--- config.mk ---
export PLATFORM = sky130hd
export DESIGN_NAME = pabo_top
export DESIGN_NICKNAME = d
export VERILOG_FILES = /design/src/design/pabo_pkg.sv /design/src/design/pabo_pad_resolve.sv /design/src/design/pabo_top.sv
export SDC_FILE = /design/constraint.sdc
export NUM_CORES = 1
export LEC_CHECK = 0
export BUFFER_PORTS_ARGS = -buffer_cell sky130_fd_sc_hd__buf_2
export CELL_PAD_IN_SITES_DETAIL_PLACEMENT = 1
export CELL_PAD_IN_SITES_GLOBAL_PLACEMENT = 2
export CORE_AREA = 5 5 99 170
export CTS_CLUSTER_SIZE = 20
export DETAILED_ROUTE_END_ITERATION = 8
export DIE_AREA = 0 0 104 175
export PLACE_DENSITY_LB_ADDON = 0.1
export REMOVE_ABC_BUFFERS = 1
export SLEW_MARGIN = 0
export SYNTH_ARGS = -nofsm -noshare
export SYNTH_HDL_FRONTEND = slang
export SYNTH_SLANG_ARGS = --single-unit
--- constraint.sdc ---
create_clock -name clk_in -period 1 [get_ports clk_in]
set_input_delay 0.05 -clock clk_in [delete_from_list [all_inputs] [get_ports clk_in]]
set_output_delay 0.05 -clock clk_in [all_outputs]
set_load 0.01 [all_outputs]
--- src/design/pabo_pkg.sv ---
// shared types and constants for the port a/b alternate function override block
package pabo_pkg;
   // lines per port
   localparam int unsigned PORT_WIDTH = 8;
   // port b line positions
   localparam int unsigned PB_LINE_SCK   = 1;
   localparam int unsigned PB_LINE_MOSI  = 2;
   localparam int unsigned PB_LINE_MISO  = 3;
   localparam int unsigned PB_LINE_TMR0  = 4;
   localparam int unsigned PB_LINE_TMR1A = 5;
   localparam int unsigned PB_LINE_TMR1B = 6;
   localparam int unsigned PB_LINE_TMR2  = 7;
   // synchroniser depth and reset value of sampled pins
   localparam int unsigned SYNC_STAGES   = 2;
   localparam logic [7:0]  SYNC_RST_VAL  = 8'h00;

   // per-port override signals from the alternate functions
   typedef struct packed {
      logic [7:0] pullup_override_en;
      logic [7:0] pullup_override_val;
      logic [7:0] dir_override_en;
      logic [7:0] dir_override_val;
      logic [7:0] value_override_en;
      logic [7:0] value_override_val;
      logic [7:0] input_enable_override_en;
      logic [7:0] input_enable_override_val;
   } pabo_ovr_s;

   // per-port software register bits
   typedef struct packed {
      logic [7:0] line_direction_bit;
      logic [7:0] line_out_latch_bit;
   } pabo_sw_s;

   // per-port resolved pad controls
   typedef struct packed {
      logic [7:0] pullup_en;
      logic [7:0] drive_en_n;
      logic [7:0] drive_val;
   } pabo_pad_s;

   // memory interface request towards port a
   typedef struct packed {
      logic       ext_mem_enable;
      logic       write_phase;
      logic       address_active_phase;
      logic [7:0] addr_low;
      logic [7:0] data_out;
   } pabo_mem_s;

   // timer and spi requests towards port b
   typedef struct packed {
      logic timer2_compare_out;
      logic timer2_compare_en;
      logic timer1_compare_out_c;
      logic timer1_compare_en_c;
      logic timer1_compare_out_b;
      logic timer1_compare_en_b;
      logic timer1_compare_out_a;
      logic timer1_compare_en_a;
      logic timer0_compare_out;
      logic timer0_compare_en;
      logic spi_enable;
      logic spi_master;
      logic spi_slave_out;
      logic spi_master_out;
      logic spi_sck_out;
   } pabo_perb_s;
endpackage

--- src/design/pabo_pad_resolve.sv ---
// resolves override signals and register bits into pad controls for one port
`timescale 1ns/1ps
module pabo_pad_resolve (
   // overrides and register bits
   input  wire pabo_pkg::pabo_ovr_s ovr_in,
   input  wire pabo_pkg::pabo_sw_s  sw_in,
   input  wire logic                global_pullup_disable_in,
   // resolved pad controls
   output pabo_pkg::pabo_pad_s      pad_out
);
   logic [7:0] drive_on;

   // driver enable: override value or direction bit
   assign drive_on = (ovr_in.dir_override_en & ovr_in.dir_override_val) |
                     (~ovr_in.dir_override_en & sw_in.line_direction_bit);

   // active-low enable, low while the line drives
   assign pad_out.drive_en_n = ~drive_on;

   // value comes from override when enabled, else from the latch bit
   assign pad_out.drive_val = (ovr_in.value_override_en & ovr_in.value_override_val) |
                     (~ovr_in.value_override_en & sw_in.line_out_latch_bit);

   // pull-up: override, else input with latch set and pull-ups allowed
   assign pad_out.pullup_en = (ovr_in.pullup_override_en & ovr_in.pullup_override_val) |
                     (~ovr_in.pullup_override_en & ~drive_on & sw_in.line_out_latch_bit &
                      {8{~global_pullup_disable_in}});
endmodule // pabo_pad_resolve

--- src/design/pabo_top.sv ---
// port a/b alternate function override generation and pad resolution
`timescale 1ns/1ps
module pabo_top #(
   parameter int unsigned WIDTH = pabo_pkg::PORT_WIDTH
) (
   // clock and reset
   input  wire logic                 clk_in,
   input  wire logic                 rst_n_in,
   // mode and global controls
   input  wire logic                 legacy_mode_in,
   input  wire logic                 global_pullup_disable_in,
   // memory interface request
   input  wire pabo_pkg::pabo_mem_s  mem_in,
   // timer and spi requests
   input  wire pabo_pkg::pabo_perb_s perb_in,
   // port software register bits
   input  wire pabo_pkg::pabo_sw_s   sw_a_in,
   input  wire pabo_pkg::pabo_sw_s   sw_b_in,
   // raw pad inputs
   input  wire logic [WIDTH-1:0]     pin_sampled_input_a_in,
   input  wire logic [WIDTH-1:0]     pin_sampled_input_b_in,
   // override signals as seen by the pad logic
   output pabo_pkg::pabo_ovr_s       ovr_a_out,
   output pabo_pkg::pabo_ovr_s       ovr_b_out,
   // resolved pad controls
   output pabo_pkg::pabo_pad_s       pad_a_out,
   output pabo_pkg::pabo_pad_s       pad_b_out,
   // synchronised inputs to the alternate functions
   output logic [WIDTH-1:0]          mem_data_in_out,
   output logic                      spi_master_in_out,
   output logic                      spi_slave_in_out,
   output logic                      spi_sck_in_out
);
   // all state: two-stage synchronisers for both ports
   typedef struct packed {
      logic [WIDTH-1:0] a_meta;
      logic [WIDTH-1:0] a_sync;
      logic [WIDTH-1:0] b_meta;
      logic [WIDTH-1:0] b_sync;
   } pabo_state_s;

   // registered state and its next value
   pabo_state_s st_r;
   pabo_state_s st_nxt;

   // override bundles per port and the shared qualifiers
   pabo_pkg::pabo_ovr_s oa;
   pabo_pkg::pabo_ovr_s ob;
   logic                bus_out_phase;
   logic                spi_mst;
   logic                spi_slv;
   logic                oc7_en;
   logic                oc7_val;

   // replicate a bit across a port
   function automatic logic [7:0] fan8(input logic b);
      fan8 = {8{b}};
   endfunction

   // pull-up value for a line an alternate function holds as input
   function automatic logic keep_pullup(input logic latch_bit, input logic pu_off);
      keep_pullup = latch_bit & ~pu_off; // latch set and pull-ups allowed
   endfunction

   // synchroniser next state: first stage read only by the second
   // the pads change with no regard to clk_in, so the first stage may go
   // metastable; only the second stage feeds the alternate functions
   // this costs two edges of latency on every sampled pin, a price the
   // peripherals already allow for in their own timing
   always_comb begin
      st_nxt        = st_r;
      st_nxt.a_meta = pin_sampled_input_a_in;
      st_nxt.a_sync = st_r.a_meta;
      st_nxt.b_meta = pin_sampled_input_b_in;
      st_nxt.b_sync = st_r.b_meta;
   end

   // state register
   // reset loads constants only; no pin value reaches the flops in reset
   always_ff @(posedge clk_in or negedge rst_n_in) begin
      if (!rst_n_in) begin
         st_r <= '{default: pabo_pkg::SYNC_RST_VAL[WIDTH-1:0]};
      end else begin
         st_r <= st_nxt;
      end
   end

   // bus drives while writing or while the address is out
   assign bus_out_phase = mem_in.write_phase | mem_in.address_active_phase;

   // port a overrides, one bit per bus line
   // the memory interface takes all eight lines at once: an address or a
   // write phase turns the drivers on, any other time the lines listen for
   // read data; the pull-ups may only return while the bus is quiet, so
   // they never fight a driven address or data byte
   always_comb begin
      // ownership: the pull-up, direction and value enables follow the memory enable
      oa.pullup_override_en        = fan8(mem_in.ext_mem_enable);
      oa.dir_override_en           = fan8(mem_in.ext_mem_enable);
      oa.value_override_en         = fan8(mem_in.ext_mem_enable);
      // direction and value follow the bus phase
      oa.dir_override_val          = fan8(bus_out_phase);
      oa.value_override_val        = (mem_in.addr_low & fan8(mem_in.address_active_phase)) |
                                     (mem_in.data_out & fan8(mem_in.write_phase));
      // pull-up only while the bus is quiet
      oa.pullup_override_val       = fan8(~bus_out_phase) & sw_a_in.line_out_latch_bit &
                                     fan8(~global_pullup_disable_in);
      // input enable is never overridden on this port
      oa.input_enable_override_en  = 8'h00;
      oa.input_enable_override_val = 8'h00;
   end

   // spi role qualifiers
   // the role picks the lines forced to input; the other spi lines keep
   // their direction bit, so software still sets it for an output to leave
   assign spi_mst = perb_in.spi_enable & perb_in.spi_master;
   assign spi_slv = perb_in.spi_enable & ~perb_in.spi_master;

   // pb7 source: timer2 first, timer1 c only outside legacy mode
   // when both timers claim the line timer2 wins; no modulator mixes them
   // here, so a user who enables both sees only timer2 on the pin
   assign oc7_en  = perb_in.timer2_compare_en |
                    (perb_in.timer1_compare_en_c & ~legacy_mode_in);
   assign oc7_val = perb_in.timer2_compare_en ? perb_in.timer2_compare_out
                                              : perb_in.timer1_compare_out_c;

   // port b overrides; direction for compare lines stays with software
   // line 0 (slave select) keeps its register bits: every override of it
   // stays at zero from the default below
   always_comb begin
      ob = '0;
      // compare outputs only set the value, direction bit gates the pin
      // a compare line with its direction bit clear stays an input
      ob.value_override_en[pabo_pkg::PB_LINE_TMR2]   = oc7_en;
      ob.value_override_val[pabo_pkg::PB_LINE_TMR2]  = oc7_val;
      ob.value_override_en[pabo_pkg::PB_LINE_TMR1B]  = perb_in.timer1_compare_en_b;
      ob.value_override_val[pabo_pkg::PB_LINE_TMR1B] = perb_in.timer1_compare_out_b;
      ob.value_override_en[pabo_pkg::PB_LINE_TMR1A]  = perb_in.timer1_compare_en_a;
      ob.value_override_val[pabo_pkg::PB_LINE_TMR1A] = perb_in.timer1_compare_out_a;
      ob.value_override_en[pabo_pkg::PB_LINE_TMR0]   = perb_in.timer0_compare_en;
      ob.value_override_val[pabo_pkg::PB_LINE_TMR0]  = perb_in.timer0_compare_out;
      // miso: forced input as master, slave output value as slave
      // a forced input still takes its pull-up from the latch bit
      ob.dir_override_en[pabo_pkg::PB_LINE_MISO]     = spi_mst;
      ob.pullup_override_en[pabo_pkg::PB_LINE_MISO]  = spi_mst;
      ob.pullup_override_val[pabo_pkg::PB_LINE_MISO] =
         keep_pullup(sw_b_in.line_out_latch_bit[pabo_pkg::PB_LINE_MISO],
                     global_pullup_disable_in);
      ob.value_override_en[pabo_pkg::PB_LINE_MISO]   = spi_slv;
      ob.value_override_val[pabo_pkg::PB_LINE_MISO]  = perb_in.spi_slave_out;
      // mosi: forced input as slave, master output value as master
      // a forced input still takes its pull-up from the latch bit
      ob.dir_override_en[pabo_pkg::PB_LINE_MOSI]     = spi_slv;
      ob.pullup_override_en[pabo_pkg::PB_LINE_MOSI]  = spi_slv;
      ob.pullup_override_val[pabo_pkg::PB_LINE_MOSI] =
         keep_pullup(sw_b_in.line_out_latch_bit[pabo_pkg::PB_LINE_MOSI],
                     global_pullup_disable_in);
      ob.value_override_en[pabo_pkg::PB_LINE_MOSI]   = spi_mst;
      ob.value_override_val[pabo_pkg::PB_LINE_MOSI]  = perb_in.spi_master_out;
      // sck: forced input as slave, clock output value as master
      // a forced input still takes its pull-up from the latch bit
      ob.dir_override_en[pabo_pkg::PB_LINE_SCK]      = spi_slv;
      ob.pullup_override_en[pabo_pkg::PB_LINE_SCK]   = spi_slv;
      ob.pullup_override_val[pabo_pkg::PB_LINE_SCK]  =
         keep_pullup(sw_b_in.line_out_latch_bit[pabo_pkg::PB_LINE_SCK],
                     global_pullup_disable_in);
      ob.value_override_en[pabo_pkg::PB_LINE_SCK]    = spi_mst;
      ob.value_override_val[pabo_pkg::PB_LINE_SCK]   = perb_in.spi_sck_out;
   end

   // overrides leave with no register so pads follow in the same cycle
   // a register here would let a pad lag its peripheral by one clock and
   // put a stale address on the bus at the start of every access
   assign ovr_a_out = oa;
   assign ovr_b_out = ob;

   // pad resolution for port a
   // both ports share one resolver, so the pad rules are coded once
   pabo_pad_resolve u_res_a (
      .ovr_in                   (oa),
      .sw_in                    (sw_a_in),
      .global_pullup_disable_in (global_pullup_disable_in),
      .pad_out                  (pad_a_out)
   );

   // pad resolution for port b
   // port b sees spi and timer overrides, port a only the memory bus
   pabo_pad_resolve u_res_b (
      .ovr_in                   (ob),
      .sw_in                    (sw_b_in),
      .global_pullup_disable_in (global_pullup_disable_in),
      .pad_out                  (pad_b_out)
   );

   // synchronised pin inputs to the alternate functions
   // read data and the spi inputs come from the second stage only; they
   // read zero in reset and for the first edge after it
   // a pin change shows here on the second edge after it
   assign mem_data_in_out   = st_r.a_sync;
   assign spi_master_in_out = st_r.b_sync[pabo_pkg::PB_LINE_MISO];
   assign spi_slave_in_out  = st_r.b_sync[pabo_pkg::PB_LINE_MOSI];
   assign spi_sck_in_out    = st_r.b_sync[pabo_pkg::PB_LINE_SCK];
endmodule // pabo_top

* Word level (Yosys, flattened, before mapping)
Index checks and enable logic that the tools add are counted.
** Cells by class
- Muxes and demuxes :: 1
- Bitwise gates (word level) :: 42
** Operators with widths (number)
- bitwise AND 8 bit :: 18
- bitwise OR 8 bit :: 6
- NOT 8 bit :: 4
- NOT 4 -> 8 bit :: 1
- bitwise AND 1 bit :: 6
- bitwise AND 4 bit :: 1
- NOT 1 bit :: 4
- bitwise OR 1 bit :: 2
- 2-to-1 mux 1 bit :: 1
** Word-level totals
- Register bits after elaboration :: 24
- Input bits :: 86
- Word-level logic and storage cells :: 47

* Depth between registers and ports, before layout
- Word-level depth :: 9
- Mapped depth :: 4
- Depth with buffers taken out :: 2

* Hierarchy
From an unflattened synthesis, not the netlist that was laid out.
** Second synthesis, totals
- Cells, all modules :: 226
- Area, all modules :: 2304.7 µm²
** By module, submodules not included
- pabo_top :: instances 1, cells each 160, area an instance 1601.5 µm²
- pabo_pad_resolve :: instances 2, cells each 33, area an instance 351.6 µm²

* Least setup slack after synthesis
OpenSTA, ideal clock, no wires.
- Path kind :: input-to-output
- From :: in mem_in[16] in the netlist's numbering
- To :: out pad_a_out[21] in the netlist's numbering
- Arrival time :: 0.829 ns
- Slack :: 0.121 ns
- Stages :: 4
- Buffers on the path :: 2
- Path through :: or3b_1 buf_2 buf_6 a21oi_4
** RTL lines
- from (decl) :: line pabo_top.sv:13 : input wire pabo_pkg::pabo_mem_s mem_in,
- to (decl) :: line pabo_top.sv:26 : output pabo_pkg::pabo_pad_s pad_a_out,

==> metrics <==
Data required, critical path roughly 0.95 ns; worst-case reg-to-reg path depth 0; Critical Path AT just under 1 ns; vias in the first global route 2239; Non-Filler Instances between 600 and 700; Initial Util between 10 and 15%; area delta synth->final 55.09%; clock root cell clkbuf_16; power density cells between 900 and 1000 nW/µm²; worst min path class in -> async; Synthesis Warnings 0; Die Wd between 100 and 150 µm; antenna viol nets, final 0; crit-path cells buf_8, or3b_4, buf_12, a21oi_1, buf_2; Inst Count DP just under 600; post-synth cell types 23; largest net degree at the start of global routing 23; Critical-path top delay cell or3b_4; Core Util, Final between 20% and 30%; unrepaired setup endpoints after global routing yes; number of enable flip-flop cells after synthesis 0; CTS tree yes; Std-Cell Core Area approximately 15000 µm²; hold slack between 0.3 and 0.4 ns; # IOs approximately 270; syn avg cell area roughly 8.8 µm²; Sequential Area 550.5 µm²; worst-path maximum fanout 16; Crit Reg-Reg Endpoint mem_data_in_out[1]; leading area contributor after synthesis buf_4; Fillers 1868; first-pass GRT wire length about 14000 µm; WP depth 5; dominant synthesized flop cell dfrtp_1; Vias about 2100; internal reg-to-reg setup slack approximately 0.53 ns; Static Leak 1.856 nW; Final Max Tran Viols 0; drt total wl roughly 9400 µm; Bufs and invs on worst path 3; status finished with violations; RePlAce Congestion approximately 0.72; post-route clock period utilization 103.3%; drt pass-1 iters 4; area share of the largest cell type after synthesis between 30% and 40%; Fmax 968.2 MHz; port buffer count between 200 and 250; Final nets roughly 510; sequential share of the synthesized area 26.52%; Crit Path Class in -> out; post-layout min period about 1.0 ns; later-pin clock latency in the skew report roughly 0.25 ns; layout cells sized above 1 between 60% and 70%; crit path launch type primary input; fin worst setup slack -0.03280 ns; WL/cell ~15 µm; Longest Clk Path Bufs 2; Synth async-reset ratio 100.0%; VDD IR max ~840 µV; RR Startpoint st_nxt[17]; pre-CTS setup slack -0.1290 ns; failing checks negative setup slack; dpl hpwl approximately 8500 µm; area taken by multi-input logic gates 895.9 µm²; clk slew on worst S/H paths approximately 0.060 ns; Final Skew roughly 0.00031 ns; Hold Violations, Final 0; slowest cell delay on critical path around 0.4 ns; DRT iter0 DRCs 32; max_cap viols 0; drt via density roughly 3.4; total CTS buffers 3; Congestion Overflow GR 0; CTS H-tree depth 1; Residual DRC 0; clock tree sinks 22; relative slew slack between 60% and 70%; chip height about 180 µm; crit path capture type output pin; Top delay family on crit path buffers and inverters; initial antenna violation count 1; Final setup viols 7; GRT Overall Usage 9.517%; Synth area leaders buf_4, dfrtp_1, mux2_2, a22o_1, or2_2; post-synthesis register bit count 22; Cells after Synth about 240; Mapped Area just over 2000 µm²; die area around 18000 µm²; Worst Tran Pin Value between 0.5 and 0.6 ns; Rows 60
-- sequential cells by signal, indices dropped and copies added, names as in the netlist --
| name | flops |
|---|---|
| st_nxt | 11 |
| spi_sck_in_out | 1 |
| mem_data_in_out | 8 |
| spi_slave_in_out | 1 |
| spi_master_in_out | 1 |
-- metrics by stage --
| stage | setup TNS [ns] | cell area (µm²) | power (W) |
|---|---|---|---|
| after detailed placement | -1.207 | 2856 | 0.002096 |
| after CTS | -0.1147 | 3138 | 0.003128 |
| final | -0.1228 | 3219 | 0.003099 |
| after global routing | -0.3891 | 3217 | 0.003299 |
| after global placement | -1.276 | 2856 | 0.002106 |
| after floorplan | 0 | 1428 | 0.001381 |
-- worst max-delay path by stage --
| stage | startpoint | end | slack, ns |
|---|---|---|---|
| 3_3_place_gp | mem_in[18] | pad_a_out[16] | -0.12 |
| 6_report | mem_in[16] | pad_a_out[20] | -0.03 |
| 4_1_cts | mem_in[16] | pad_a_out[16] | -0.03 |
| 5_1_grt | mem_in[16] | pad_a_out[20] | -0.06 |
| 2_1_floorplan | mem_in[16] | pad_a_out[16] | 0.01 |
| 3_5_place_dp | mem_in[18] | pad_a_out[16] | -0.13 |
-- metal layers --
metal / vias to the layer above / wire, µm / track usage, %
li1: 951 / - / -
met1: 909 / 3209 / 9.465
met2: 185 / 4702 / 17.92
met3: 5 / 1378 / 4.843
met4: 2 / 51 / 1.297
met5: - / 13 / 0
-- placed cells by master (no fill, tap or decap), drive strengths merged, types with 8 or more instances in the layout --
cell type,n
inv,9
nand2,13
and2,8
a21oi,8
mux2,14
or2,10
nand2b,9
conb,57
dfrtp,22
buf,229
a22o,8
dlygate4sd3,12
-- where the power goes --
group,switching [W],leakage (nW),total (W),internal (W)
Combinational,0.000662,1.56,0.00123,0.000565
Clock,0.000314,0.0442,0.000925,0.000611
Sequential,0.0000108,0.256,0.000946,0.000935
-- cell families after synthesis --
kind of cell / count (synthesis) / share of synthesized area, %
AND/OR/NAND/NOR: 52 / 14.59
other: 1 / 0.1807
multiplexers: 14 / 7.595
buffers and inverters: 125 / 42.98
AO/OA/AOI/OAI: 21 / 8.137
flip-flops: 22 / 26.52
-- repair_timing --
item,4_1_cts,5_1_grt
hold endpoints to repair,33,0
resized for setup,18,16
buffers inserted,1,2
hold buffers,12,0
endpoints found under the setup margin,32,23
pin swaps,1,3
-- cell type report --
type / instances / area share (%)
Timing Repair Buffer: 241 / 43.96
Multi-Input combinational cell: 144 / 27.83
Sequential cell: 22 / 17.10
Tap cell: 186 / 7.229
Clock buffer: 4 / 2.759
Inverter: 9 / 1.049
Antenna cell: 1 / 0.07773
-- synth_stat cells, types with 3 or more instances --
| library cell | count |
|---|---|
| buf_4 | 110 |
| dfrtp_1 | 22 |
| mux2_2 | 14 |
| nand2_1 | 13 |
| or2_2 | 10 |
| inv_1 | 9 |
| nand2b_1 | 9 |
| a22o_1 | 8 |
| and2_1 | 8 |
| a21oi_1 | 6 |
| nor2b_1 | 4 |
| nor3b_1 | 4 |
| a21boi_0 | 3 |
| clkbuf_1 | 3 |
(Power assumes the default switching activity.)
